**config.mk**
```make
export PLATFORM = sky130hd
export DESIGN_NAME = gpl_pin_cell
export DESIGN_NICKNAME = d
export VERILOG_FILES = /design/src/common/gpl_pkg.sv /design/src/rtl/gpl_sync.sv /design/src/rtl/gpl_edge_det.sv /design/src/rtl/gpl_pin_cell.sv
export VERILOG_INCLUDE_DIRS = /design/src /design/src/common
export SDC_FILE = /design/constraint.sdc
export NUM_CORES = 1
export LEC_CHECK = 0
export ABC_CLOCK_PERIOD_IN_PS = 2400
export BUFFER_PORTS_ARGS = -buffer_cell sky130_fd_sc_hd__buf_4
export CORE_ASPECT_RATIO = 0.75
export CORE_MARGIN = 2
export CORE_UTILIZATION = 43
export DETAILED_ROUTE_END_ITERATION = 16
export GPL_TIMING_DRIVEN = 1
export PLACE_DENSITY = 0.75
export REMOVE_ABC_BUFFERS = 1
export SETUP_SLACK_MARGIN = 0.05
export SLEW_MARGIN = 20
export SYNTH_ARGS = -nofsm -noshare
export SYNTH_HDL_FRONTEND = slang
export SYNTH_SLANG_ARGS = --single-unit
```
**constraint.sdc**
```tcl
create_clock -name pclk -period 2.4 [get_ports pclk]
set_input_delay 0.48 -clock pclk [delete_from_list [all_inputs] [get_ports pclk]]
set_output_delay 0.48 -clock pclk [all_outputs]
set_load 0.02 [all_outputs]
```
**src/common/gpl_map.svh**
```systemverilog
// Register offsets, field positions and reset values of the pin cell
`ifndef GPL_MAP_SVH
`define GPL_MAP_SVH

`define GPL_ADDR_W          12
`define GPL_CTRL_OFS        12'h000
`define GPL_STATUS_OFS      12'h004
`define GPL_DESER_OFS       12'h008

`define GPL_CTRL_RST        32'h0000_0000

`define GPL_MODE_LSB        0
`define GPL_MODE_MSB        2
`define GPL_RX_REG_BIT      3
`define GPL_RX_FALL_BIT     4
`define GPL_TX_REG_BIT      5
`define GPL_TX_FALL_BIT     6
`define GPL_OE_REG_BIT      7
`define GPL_OE_FALL_BIT     8
`define GPL_TX_INV_BIT      9
`define GPL_DOUBLE_EDGE_IO_RX_BIT     10
`define GPL_DOUBLE_EDGE_IO_TX_BIT     11
`define GPL_DOUBLE_EDGE_IO_LSB        12
`define GPL_DOUBLE_EDGE_IO_MSB        13
`define GPL_ALT_SEL_BIT     14
`define GPL_PULL_DN_BIT     15
`define GPL_SERDES_BIT      16
`define GPL_FULL_RATE_BIT   17
`define GPL_CFG_DONE_BIT    31
`define GPL_CTRL_MASK       32'h8003_ffff

`define GPL_ST_PAD_O_BIT    0
`define GPL_ST_PAD_OE_BIT   1
`define GPL_ST_RX_RISE_BIT  2
`define GPL_ST_RX_FALL_BIT  3
`define GPL_ST_PAD_IN_BIT   4
`define GPL_ST_SERDES_BIT   5
`define GPL_ST_PULL_UP_BIT  6
`define GPL_ST_PULL_DN_BIT  7

`define GPL_SYNC_W          3
`define GPL_DESER_RATIO     4

`endif

```
**src/common/gpl_pkg.sv**
```systemverilog
// Types shared by the pin cell modules
package gpl_pkg;

   typedef enum logic [2:0] {
      GPL_UNUSED,
      GPL_INPUT,
      GPL_OUTPUT,
      GPL_BIDIR,
      GPL_CLKOUT
   } gpl_mode_t;

   typedef enum logic [1:0] {
      GPL_DOUBLE_EDGE_IO_NORMAL,
      GPL_DOUBLE_EDGE_IO_RESYNC,
      GPL_DOUBLE_EDGE_IO_PIPE
   } gpl_double_edge_io_t;

endpackage

```
**src/rtl/gpl_sync.sv**
```systemverilog
// Two-flop synchroniser for inputs from outside the pclk domain
module gpl_sync #(
   parameter int WIDTH = 1
) (
   input  wire logic             pclk,
   input  wire logic             presetn,
   input  wire logic [WIDTH-1:0] async_i,
   output logic      [WIDTH-1:0] sync_o
);

   logic [WIDTH-1:0] meta_q;

   always_ff @(posedge pclk or negedge presetn) begin
      if (!presetn) begin
         meta_q <= '0;
         sync_o <= '0;
      end else begin
         meta_q <= async_i;
         sync_o <= meta_q;
      end
   end

endmodule // gpl_sync

```
**src/rtl/gpl_edge_det.sv**
```systemverilog
// Turns a synchronised clock level into rise and fall enable pulses
module gpl_edge_det (
   input  wire logic pclk,
   input  wire logic presetn,
   input  wire logic level_i,
   output logic      rise_o,
   output logic      fall_o
);

   logic last_q;

   always_ff @(posedge pclk or negedge presetn) begin
      if (!presetn) begin
         last_q <= 1'b0;
      end else begin
         last_q <= level_i;
      end
   end

   assign rise_o = level_i & ~last_q;
   assign fall_o = ~level_i & last_q;

endmodule // gpl_edge_det

```
**src/rtl/gpl_pin_cell.sv**
```systemverilog
// General-purpose pin cell: capture, launch and drive-enable logic with APB
//
// Overview of operation
// Cell holds capture, launch and drive-enable registers.
// Input mode uses only the receive path, direct or registered.
// Registered receive path captures on the chosen capture clock edge.
// Bypass input goes to an alternate function and is never captured.
// Double-edge input captures the pad on both capture clock edges.
// Output mode uses only the transmit path, direct or registered.
// Registered transmit path launches on the chosen launch clock edge.
// In output and bidirectional modes the transmitted value may be inverted.
// Double-edge output launches both core bits onto the one pad stream.
// Bidirectional mode enables receive, transmit and drive-enable paths.
// Capture clock times the receive register; launch clock the others.
// Each register in bidirectional mode has its own edge select.
// Receive and transmit paths choose registered or direct independently.
// Clock-output mode drives the launch clock out to the pad.
// Until configuration is done the pin sits in weak pull-up.
// An unused pin after configuration is tristated with weak pull-up.
// Software may pick weak pull-down for an unused pin instead.
// One-to-four deserializer works only on a high-speed cell at full rate.
// Double-edge bit 0 is rising-edge data, bit 1 falling-edge data.
// Resync and pipeline modes hand both bits over on rising edge.
// Resync input delays the falling-edge bit by half a cycle.
// Capture, launch and enable registers start at zero, driver off.
// With drive enable low the driver floats and capture continues.
module gpl_pin_cell #(
   parameter bit HIGH_SPEED_PIN_CELL = 1'b1
) (
   input  wire logic        pclk,
   input  wire logic        presetn,
   input  wire logic        psel,
   input  wire logic        penable,
   input  wire logic        pwrite,
   input  wire logic [11:0] paddr,
   input  wire logic [31:0] pwdata,
   output logic      [31:0] prdata,
   output logic             pready,
   output logic             pslverr,
   input  wire logic        capture_clock,
   input  wire logic        launch_clock,
   input  wire logic        core_tx_bit_rise,
   input  wire logic        core_tx_bit_fall,
   input  wire logic        core_oe,
   output logic             core_rx_bit_rise,
   output logic             core_rx_bit_fall,
   output logic             bypass_input,
   input  wire logic        pad_i,
   output logic             pad_o,
   output logic             pad_oe,
   output logic             pull_up_en,
   output logic             pull_dn_en
);

   import gpl_pkg::*;
   `include "gpl_map.svh"

   function automatic gpl_mode_t decode_mode(input logic [2:0] code);
      unique case (code)
         3'h1:    return GPL_INPUT;
         3'h2:    return GPL_OUTPUT;
         3'h3:    return GPL_BIDIR;
         3'h4:    return GPL_CLKOUT;
         default: return GPL_UNUSED;
      endcase
   endfunction

   function automatic gpl_double_edge_io_t decode_double_edge_io(input logic [1:0] code);
      unique case (code)
         2'h1:    return GPL_DOUBLE_EDGE_IO_RESYNC;
         2'h2:    return GPL_DOUBLE_EDGE_IO_PIPE;
         default: return GPL_DOUBLE_EDGE_IO_NORMAL;
      endcase
   endfunction

   logic [31:0] ctrl_q;
   logic [2:0]  sync_in;
   logic [2:0]  sync_out;
   logic        pad_s;
   logic        cap_s;
   logic        lau_s;
   logic        cap_rise;
   logic        cap_fall;
   logic        lau_rise;
   logic        lau_fall;
   gpl_mode_t   mode;
   gpl_double_edge_io_t   double_edge_io_mode;
   logic        cfg_done;
   logic        rx_on;
   logic        tx_on;
   logic        rx_edge;
   logic        tx_edge;
   logic        oe_edge;
   logic        serdes_ok;
   logic        cap_r_q;
   logic        cap_f_q;
   logic        tx_val_q;
   logic        tx_hold_q;
   logic        oe_val_q;
   logic [3:0]  des_sh_q;
   logic [1:0]  des_cnt_q;
   logic [3:0]  des_word_q;
   logic        apb_access;
   logic        apb_done;
   logic        addr_ok;
   logic [31:0] status_w;

   // Pad and the two fabric clocks come from outside pclk
   assign sync_in = {launch_clock, capture_clock, pad_i};

   gpl_sync #(
      .WIDTH (`GPL_SYNC_W)
   ) u_sync (
      .pclk    (pclk),
      .presetn (presetn),
      .async_i (sync_in),
      .sync_o  (sync_out)
   );

   assign pad_s = sync_out[0];
   assign cap_s = sync_out[1];
   assign lau_s = sync_out[2];

   gpl_edge_det u_cap_edge (
      .pclk    (pclk),
      .presetn (presetn),
      .level_i (cap_s),
      .rise_o  (cap_rise),
      .fall_o  (cap_fall)
   );

   gpl_edge_det u_lau_edge (
      .pclk    (pclk),
      .presetn (presetn),
      .level_i (lau_s),
      .rise_o  (lau_rise),
      .fall_o  (lau_fall)
   );

   // Configuration fields; before configuration the pin counts as unused
   assign cfg_done  = ctrl_q[`GPL_CFG_DONE_BIT];
   assign mode      = cfg_done ?
                      decode_mode(ctrl_q[`GPL_MODE_MSB:`GPL_MODE_LSB]) :
                      GPL_UNUSED;
   assign double_edge_io_mode = decode_double_edge_io(ctrl_q[`GPL_DOUBLE_EDGE_IO_MSB:`GPL_DOUBLE_EDGE_IO_LSB]);
   assign rx_on     = (mode == GPL_INPUT) || (mode == GPL_BIDIR);
   assign tx_on     = (mode == GPL_OUTPUT) || (mode == GPL_BIDIR);
   // Per-register edge choices, capture clock vs launch clock
   assign rx_edge = ctrl_q[`GPL_RX_FALL_BIT] ? cap_fall : cap_rise;
   assign tx_edge = ctrl_q[`GPL_TX_FALL_BIT] ? lau_fall : lau_rise;
   assign oe_edge = ctrl_q[`GPL_OE_FALL_BIT] ? lau_fall : lau_rise;
   assign serdes_ok = HIGH_SPEED_PIN_CELL & ctrl_q[`GPL_SERDES_BIT] &
                      ctrl_q[`GPL_FULL_RATE_BIT];

   // APB slave: one wait state, error on unmapped address
   assign apb_access = psel & penable;
   assign apb_done   = apb_access & pready;
   assign addr_ok    = (paddr == `GPL_CTRL_OFS) ||
                       (paddr == `GPL_STATUS_OFS) ||
                       (paddr == `GPL_DESER_OFS);

   always_comb begin
      status_w = 32'h0000_0000;
      status_w[`GPL_ST_PAD_O_BIT]   = pad_o;
      status_w[`GPL_ST_PAD_OE_BIT]  = pad_oe;
      status_w[`GPL_ST_RX_RISE_BIT] = core_rx_bit_rise;
      status_w[`GPL_ST_RX_FALL_BIT] = core_rx_bit_fall;
      status_w[`GPL_ST_PAD_IN_BIT]  = pad_s;
      status_w[`GPL_ST_SERDES_BIT]  = serdes_ok;
      status_w[`GPL_ST_PULL_UP_BIT] = pull_up_en;
      status_w[`GPL_ST_PULL_DN_BIT] = pull_dn_en;
   end

   always_ff @(posedge pclk or negedge presetn) begin
      if (!presetn) begin
         pready  <= 1'b0;
         pslverr <= 1'b0;
         prdata  <= 32'h0000_0000;
      end else begin
         pready  <= apb_access & ~pready;
         pslverr <= apb_access & ~pready & ~addr_ok;
         prdata  <= 32'h0000_0000;
         if (apb_access && !pready && !pwrite) begin
            unique case (paddr)
               `GPL_CTRL_OFS:   prdata <= ctrl_q;
               `GPL_STATUS_OFS: prdata <= status_w;
               `GPL_DESER_OFS:  prdata <= {28'h000_0000, des_word_q};
               default:         prdata <= 32'h0000_0000;
            endcase
         end
      end
   end

   always_ff @(posedge pclk or negedge presetn) begin
      if (!presetn) begin
         ctrl_q <= `GPL_CTRL_RST;
      end else if (apb_done && pwrite && paddr == `GPL_CTRL_OFS) begin
         ctrl_q <= pwdata & `GPL_CTRL_MASK;
      end
   end

   // Double-edge capture holders, one per capture clock edge
   always_ff @(posedge pclk or negedge presetn) begin
      if (!presetn) begin
         cap_r_q <= 1'b0;
         cap_f_q <= 1'b0;
      end else begin
         if (cap_rise) begin
            cap_r_q <= pad_s;
         end
         if (cap_fall) begin
            cap_f_q <= pad_s;
         end
      end
   end

   // Receive path toward the core
   always_ff @(posedge pclk or negedge presetn) begin
      if (!presetn) begin
         core_rx_bit_rise <= 1'b0;
         core_rx_bit_fall <= 1'b0;
      end else if (!rx_on) begin
         core_rx_bit_rise <= 1'b0;
         core_rx_bit_fall <= 1'b0;
      end else if (ctrl_q[`GPL_DOUBLE_EDGE_IO_RX_BIT]) begin
         unique case (double_edge_io_mode)
            GPL_DOUBLE_EDGE_IO_NORMAL: begin
               if (cap_rise) begin
                  core_rx_bit_rise <= pad_s;
               end
               if (cap_fall) begin
                  core_rx_bit_fall <= pad_s;
               end
            end
            GPL_DOUBLE_EDGE_IO_RESYNC: begin
               if (cap_rise) begin
                  core_rx_bit_rise <= pad_s;
                  core_rx_bit_fall <= cap_f_q;
               end
            end
            GPL_DOUBLE_EDGE_IO_PIPE: begin
               if (cap_rise) begin
                  core_rx_bit_rise <= cap_r_q;
                  core_rx_bit_fall <= cap_f_q;
               end
            end
         endcase
      end else if (ctrl_q[`GPL_RX_REG_BIT]) begin
         if (rx_edge) begin
            core_rx_bit_rise <= pad_s;
         end
         core_rx_bit_fall <= 1'b0;
      end else begin
         core_rx_bit_rise <= pad_s;
         core_rx_bit_fall <= 1'b0;
      end
   end

   // Alternate path: synchronised pad only, no capture register
   always_ff @(posedge pclk or negedge presetn) begin
      if (!presetn) begin
         bypass_input <= 1'b0;
      end else begin
         bypass_input <= ctrl_q[`GPL_ALT_SEL_BIT] &
                         (mode == GPL_INPUT) & pad_s;
      end
   end

   // Transmit launch register
   always_ff @(posedge pclk or negedge presetn) begin
      if (!presetn) begin
         tx_val_q  <= 1'b0;
         tx_hold_q <= 1'b0;
      end else if (!tx_on) begin
         tx_val_q  <= 1'b0;
         tx_hold_q <= 1'b0;
      end else if (ctrl_q[`GPL_DOUBLE_EDGE_IO_TX_BIT]) begin
         if (double_edge_io_mode == GPL_DOUBLE_EDGE_IO_NORMAL) begin
            if (lau_rise) begin
               tx_val_q <= core_tx_bit_rise;
            end
            if (lau_fall) begin
               tx_val_q <= core_tx_bit_fall;
            end
         end else begin
            if (lau_rise) begin
               tx_val_q  <= core_tx_bit_rise;
               tx_hold_q <= core_tx_bit_fall;
            end
            if (lau_fall) begin
               tx_val_q <= tx_hold_q;
            end
         end
      end else if (ctrl_q[`GPL_TX_REG_BIT]) begin
         if (tx_edge) begin
            tx_val_q <= core_tx_bit_rise;
         end
      end else begin
         tx_val_q <= core_tx_bit_rise;
      end
   end

   // Drive-enable register, used in bidirectional mode only
   always_ff @(posedge pclk or negedge presetn) begin
      if (!presetn) begin
         oe_val_q <= 1'b0;
      end else if (mode != GPL_BIDIR) begin
         oe_val_q <= 1'b0;
      end else if (ctrl_q[`GPL_OE_REG_BIT]) begin
         if (oe_edge) begin
            oe_val_q <= core_oe;
         end
      end else begin
         oe_val_q <= core_oe;
      end
   end

   // Pad drive, enable and pulls
   always_ff @(posedge pclk or negedge presetn) begin
      if (!presetn) begin
         pad_o      <= 1'b0;
         pad_oe     <= 1'b0;
         pull_up_en <= 1'b1;
         pull_dn_en <= 1'b0;
      end else begin
         unique case (mode)
            GPL_CLKOUT: begin
               pad_o  <= lau_s;
               pad_oe <= 1'b1;
            end
            GPL_OUTPUT: begin
               pad_o  <= tx_val_q ^ ctrl_q[`GPL_TX_INV_BIT];
               pad_oe <= 1'b1;
            end
            GPL_BIDIR: begin
               pad_o  <= tx_val_q ^ ctrl_q[`GPL_TX_INV_BIT];
               pad_oe <= oe_val_q;
            end
            default: begin
               pad_o  <= 1'b0;
               pad_oe <= 1'b0;
            end
         endcase
         pull_up_en <= !cfg_done ||
                       (mode == GPL_UNUSED &&
                        !ctrl_q[`GPL_PULL_DN_BIT]);
         pull_dn_en <= cfg_done && mode == GPL_UNUSED &&
                       ctrl_q[`GPL_PULL_DN_BIT];
      end
   end

   // One-to-four deserializer on the receive capture edge
   always_ff @(posedge pclk or negedge presetn) begin
      if (!presetn) begin
         des_sh_q   <= 4'h0;
         des_cnt_q  <= 2'h0;
         des_word_q <= 4'h0;
      end else if (!serdes_ok || !rx_on) begin
         des_cnt_q <= 2'h0;
      end else if (rx_edge) begin
         des_sh_q  <= {des_sh_q[2:0], pad_s};
         des_cnt_q <= des_cnt_q + 2'h1;
         if (des_cnt_q == 2'h3) begin
            des_word_q <= {des_sh_q[2:0], pad_s};
         end
      end
   end

endmodule // gpl_pin_cell

```
[After elaboration in Yosys (flattened, before gate mapping)]
Index checks and enable logic that the tools add are counted.
Storage, ports and cells
  input port bits: 55
  register bits after elaboration: 82
  word-level logic and storage cells: 140
  output and inout port bits: 41
Cells by class
  bitwise logic cells: 19
  equal/unequal tests: 26
  reduce and logical (&&, ||, !) cells: 32
  add/subtract/negate cells: 1
  multiplexer cells: 39
Operators with widths (number)
  $pmux 32 s3: 1
  $mux 32: 1
  $mux 1: 28
  $ne 4x4->1 const B: 4
  $eq 12x3->1 const B: 1
  $eq 12x4->1 const B: 1
  $eq 3x2->1 const B: 4
  $logic_not 12->1: 1
  $pmux 3 s4: 1
  $and 1x1->1: 11
  $reduce_and 3->1: 3
  $ne 4x3->1 const B: 2
  $pmux 1 s2: 4
  $reduce_or 2->1: 4
  $logic_and 1x1->1: 7
  $not 1->1: 7
  $eq 2x2->1 const B: 3
  $eq 3x1->1 const B: 2
  $eq 3x3->1 const B: 2
  $logic_not 1->1: 6
  $logic_or 1x1->1: 6
  $ne 2x2->1 const B: 3
  $eq 2x1->1 const B: 2
  $mux 2: 2
  10 further kinds: 11

[Depth between registers and ports, before layout]
  depth after elaboration: 9
  depth in mapped cells: 6
  gate-level depth less buffers: 6

[Cells and area by module]
Synthesis repeated with hierarchy kept, for this count alone.
Unflattened totals
  cells, all modules: 232
  area total of the unflattened synthesis: 2985.4 µm²
By module, submodules not included
  gpl_pin_cell: area an instance 2755.1 µm², instances 1, cells each 220, seq. area each 1527.7 µm²
  gpl_sync: area an instance 150.1 µm², instances 1, cells each 6, seq. area each 150.1 µm²
  gpl_edge_det: area an instance 40.0 µm², instances 2, cells each 3, seq. area each 25.0 µm²

[Worst setup path before layout]
OpenSTA, ideal clock, no wires.
  path kind: input port to flip-flop
  from: input port paddr[11]
  to: register ctrl_q[10]
  data arrival time: 2.518 ns
  stages on the path: 6
  setup slack: -0.243 ns
  path buffers: 2
  data required time: 2.275 ns
  library setup time: 0.125 ns
  cells stage by stage: or4_4 or3_1 buf_2 nor4_4 buf_6 mux2_2
On the way
  cells in the longest elaborated chain, start to end: 2
RTL lines
  start: declaration: line gpl_pin_cell.sv:35  | input wire logic [11:0] paddr,
  $logic_not 12->1
  $logic_and 1x1->1 (no source line)
  end signal: assignment: line gpl_pin_cell.sv:196  | ctrl_q <= `GPL_CTRL_RST;
  end signal: assignment: line gpl_pin_cell.sv:198  | ctrl_q <= pwdata & `GPL_CTRL_MASK;
  end: declaration: line gpl_pin_cell.sv:76  | logic [31:0] ctrl_q;
Every way passes these cells.
A chain may end at the register's enable or synchronous reset.

[Worst setup path in the final report]
  from: input port paddr[11]
  to: register ctrl_q[5]
Same word-level chain as after synthesis.

==> impl_metrics.prom <==
# TYPE chip_impl_metric gauge
chip_impl_info{name="outcome",value="finished, final reports clean"} 1
chip_impl_metric{name="clockPowerShare",unit=""} 0.405
chip_impl_metric{name="final_layout_size_suffix_gt1_frac",unit=""} 0.370
chip_impl_metric{name="synth.top_cell.area_share",unit=""} 0.560
chip_impl_info{name="worstSetupStartpointType",value="primary input"} 1
chip_impl_metric{name="drt_iter0_markers",unit=""} 167
chip_impl_metric{name="worst_pin_slew",unit="ns"} 0.839
chip_impl_metric{name="synthSimpleGateAreaFrac",unit=""} 0.150
chip_impl_info{name="ys_top_cells_by_count",value="sky130_fd_sc_hd__dfrtp_1 (68), sky130_fd_sc_hd__mux2_2 (28), sky130_fd_sc_hd__nand2_1 (17), sky130_fd_sc_hd__and2_1 (15), sky130_fd_sc_hd__nor2_1 (15)"} 1
chip_impl_metric{name="slew_headroom",unit=""} 0.440
chip_impl_metric{name="async_flop_share",unit=""} 1.00
chip_impl_metric{name="cts-hold-fix-buffers",unit=""} 0
chip_impl_metric{name="initial_utilization",unit=""} 0.445
chip_impl_metric{name="worst_r2r_path_depth",unit=""} 4
chip_impl_info{name="cpMaxStageDelayCell",value="sky130_fd_sc_hd__or4_4"} 1
chip_impl_metric{name="power.switching",unit="mW"} 0.518
chip_impl_metric{name="via_per_inst",unit=""} 5.10
chip_impl_metric{name="wire_length_of_the_first_global_routing_pass",unit="um"} 10300
chip_impl_metric{name="synth-xor-area-share",unit=""} 0.0115
chip_impl_metric{name="synthMuxAreaShare",unit=""} 0.140
chip_impl_info{name="hold_path.class",value="in2async"} 1
chip_impl_metric{name="finalMaxSlewViolations",unit=""} 0
chip_impl_info{name="worstPathCellList",value="buf_4 -> or4_4 -> or3_1 -> nor4_4 -> buf_12 -> mux2_2"} 1
chip_impl_metric{name="synth.ff_latch_count",unit=""} 69
chip_impl_info{name="worst-setup-path-type",value="in2reg"} 1
chip_impl_metric{name="tritoncts.num_buffers",unit=""} 9
chip_impl_metric{name="adder_and_majority_gate_portion_of_the_synthesized_area",unit=""} 0.0124
chip_impl_metric{name="finalSetupTns",unit="ns"} 0
chip_impl_metric{name="post_cts_resize_count",unit=""} 0
chip_impl_metric{name="fin_crit",unit="ns"} 2.17
chip_impl_metric{name="row_count",unit=""} 26
chip_impl_metric{name="place.detailed.hpwl",unit="um"} 4570
chip_impl_metric{name="antenna_found_initial",unit=""} 0
chip_impl_metric{name="design.core.area",unit="mm^2"} 0.00683
chip_impl_info{name="timing.critical_path.max_delay_family",value="simple AND/OR/NAND/NOR gates"} 1
chip_impl_metric{name="die-area",unit="mm^2"} 0.00776
chip_impl_metric{name="ant_nets",unit=""} 0
chip_impl_metric{name="htree_levels",unit=""} 3
chip_impl_metric{name="yosys_warnings",unit=""} 0
chip_impl_metric{name="crit_cells",unit=""} 6
chip_impl_metric{name="fp.dieW",unit="um"} 101
chip_impl_metric{name="post_drt_wl_per_cell",unit="um"} 15.2
chip_impl_metric{name="post-route-drc-count",unit=""} 0
chip_impl_metric{name="finalHoldViolCount",unit=""} 0
chip_impl_metric{name="worst-endpoint-required",unit="ns"} 2.63
chip_impl_info{name="postSynth.topFlopCell",value="sky130_fd_sc_hd__dfrtp_1"} 1
chip_impl_info{name="cts-root-buf",value="sky130_fd_sc_hd__clkbuf_8"} 1
chip_impl_metric{name="clk_latency",unit="ns"} 0.34
chip_impl_info{name="grt_setup_unrepaired",value="no"} 1
chip_impl_info{name="synthMostInstantiatedCell",value="sky130_fd_sc_hd__dfrtp_1"} 1
chip_impl_metric{name="leakagePower",unit="nW"} 1.90
chip_impl_metric{name="max_stage_delay",unit="ns"} 0.52
chip_impl_metric{name="cp_max_fo",unit=""} 19
chip_impl_metric{name="place_worst_setup_slack",unit="ns"} -0.124
chip_impl_metric{name="post-cts-setup-buffer-count",unit=""} 0
chip_impl_metric{name="critPathArrivalTime",unit="ns"} 2.39
chip_impl_info{name="nature_of_the_critical_path_endpoint",value="register"} 1
chip_impl_metric{name="areaGrowthSynthToFinish",unit="%"} 25.7
chip_impl_metric{name="drt-total-wl",unit="um"} 6400
chip_impl_metric{name="grt_util_all_layers",unit=""} 0.175
chip_impl_metric{name="antennaDiodeCount",unit=""} 0
chip_impl_metric{name="floorplan.die.height",unit="um"} 76.8
chip_impl_info{name="tritoncts_clock_tree",value="built"} 1
chip_impl_metric{name="gpl.final_weighted_congestion",unit=""} 0.812
chip_impl_metric{name="drv.max_cap_violation_count",unit=""} 0
chip_impl_metric{name="synth_enable_flop_cells",unit=""} 0
chip_impl_metric{name="synth.avg_cell_area",unit="um^2"} 11.9
chip_impl_metric{name="final.period_utilization",unit=""} 0.903
chip_impl_metric{name="seqPwrFrac",unit=""} 0.532
chip_impl_metric{name="clk_pin_slew_worst_paths",unit="ns"} 0.07
chip_impl_metric{name="count_of_final_setup_violators",unit=""} 0
chip_impl_metric{name="p_int",unit="mW"} 1.72
chip_impl_info{name="cells_taking_the_most_area_after_synthesis",value="sky130_fd_sc_hd__dfrtp_1 (56%), sky130_fd_sc_hd__mux2_2 (10%), sky130_fd_sc_hd__mux2i_1 (3.6%)"} 1
chip_impl_metric{name="power.density",unit="mW/mm^2"} 585
chip_impl_metric{name="combinationalPowerShare",unit=""} 0.063
chip_impl_metric{name="skew",unit="ns"} 0.0101
chip_impl_metric{name="setup_ws",unit="ns"} 0.234
chip_impl_metric{name="grt_start_max_net_pins",unit=""} 70
chip_impl_metric{name="mappedNetlistArea",unit="mm^2"} 0.00304
chip_impl_metric{name="synth_seq_area_share",unit=""} 0.569
chip_impl_metric{name="cts_sinks",unit=""} 69
chip_impl_metric{name="power.switching_fraction",unit=""} 0.232
chip_impl_metric{name="critPathBufInv",unit=""} 2
chip_impl_metric{name="routed-via-count",unit=""} 2153
chip_impl_metric{name="postSynthCellCount",unit=""} 255
chip_impl_metric{name="overflow",unit=""} 0
chip_impl_metric{name="post_synth_num_cell_types",unit=""} 40
chip_impl_metric{name="place.port_buffers",unit=""} 69
chip_impl_metric{name="clockBufferDepth",unit=""} 2
chip_impl_metric{name="first_global_vias",unit=""} 2118
chip_impl_metric{name="fraction_of_the_mapped_netlist_area_in_compound_gates",unit=""} 0.0647
chip_impl_metric{name="peak_ir_drop_on_the_vdd_network",unit="uV"} 313
chip_impl_metric{name="nNetsFinal",unit=""} 391
chip_impl_metric{name="drt-pass1-iter-count",unit=""} 7
chip_impl_metric{name="fmaxAchievable",unit="GHz"} 0.462
chip_impl_info{name="synth_top_area_cell",value="sky130_fd_sc_hd__dfrtp_1"} 1
chip_impl_metric{name="io_pins",unit=""} 96
chip_impl_info{name="dominant_combinational_cell_family_by_area_after_synthesis",value="simple AND/OR/NAND/NOR gates"} 1
## metal layers
layer	share of wire	wire length [um]	GRT usage
met3	0.073	465	0.0611
met1	0.48	3060	0.242
met2	0.43	2770	0.254
met5	0	0	0
met4	0.017	106	0.0635
## logic make-up after synthesis
kind of cell | Yosys count
AO/OA/AOI/OAI | 30
XOR/XNOR | 4
adder cells (fa/ha/maj) | 3
buffers and inverters | 26
flip-flops | 69
multiplexers | 39
other | 1
AND/OR/NAND/NOR | 83
## power by group through the flow
stage | Clock, mW | Sequential [mW] | Combinational [mW]
floorplan | 0 | 1.21 | 0.0520
global placement | 0 | 1.21 | 0.139
detailed placement | 0 | 1.21 | 0.143
CTS | 0.933 | 1.19 | 0.143
global route | 0.988 | 1.19 | 0.156
finish | 0.904 | 1.19 | 0.141
## sequential cells by signal, summed over array words and instances, names as in the netlist, 2 cells and up
name           flops
u_sync.sync_o      3
des_cnt_q          2
prdata            19
u_sync.meta_q      3
des_word_q         4
des_sh_q           3
ctrl_q            19
## final timing paths
path / startpoint / endpoint / slack [ns]
min in group pclk: pad_i / u_sync.meta_q[0] / 0.24
min: presetn / u_sync.meta_q[2] / 0.23
max reg2reg: u_cap_edge.last_q / des_sh_q[0] / 0.50
max in group asynchronous: presetn / prdata[13] / 1.62
min reg2reg: u_sync.meta_q[2] / u_sync.sync_o[2] / 0.35
max: paddr[11] / ctrl_q[5] / 0.23
## cell type report
| type | count | area (um^2) |
|---|---|---|
| clock buffer | 9 | 124 |
| clock inverter | 7 | 66.3 |
| fill | 600 | 3010 |
| inverter | 7 | 26.3 |
| multi-input combinational | 172 | 1200 |
| sequential | 69 | 1730 |
| tap | 84 | 105 |
| timing repair buffer | 74 | 568 |
## through the flow
| stage | total power [mW] | area, um^2 | hold slack, ns | util | cells |
|---|---|---|---|---|---|
| 5_1_grt | 2.33 | 3820 | 0.216 | 0.559 | 422 |
| 3_3_place_gp | 1.35 | 3630 | 0.334 | 0.531 | 406 |
| 4_1_cts | 2.27 | 3820 | 0.220 | 0.559 | 422 |
| 6_report | 2.23 | 3820 | 0.231 | 0.559 | 422 |
| 3_5_place_dp | 1.35 | 3630 | 0.336 | 0.531 | 406 |
| 2_1_floorplan | 1.26 | 2950 | 0.184 | - | 248 |
## cell usage in the layout, fill, tap and decap left out, drive strengths merged, types with 9 or more instances in the layout
| cell | count |
|---|---|
| conb | 13 |
| nor2 | 15 |
| mux2 | 28 |
| mux2i | 11 |
| nand2 | 17 |
| and2 | 15 |
| dfrtp | 68 |
| o21ai | 10 |
| buf | 74 |
| clkbuf | 9 |
No activity file was read; power rests on OpenSTA's default activity.
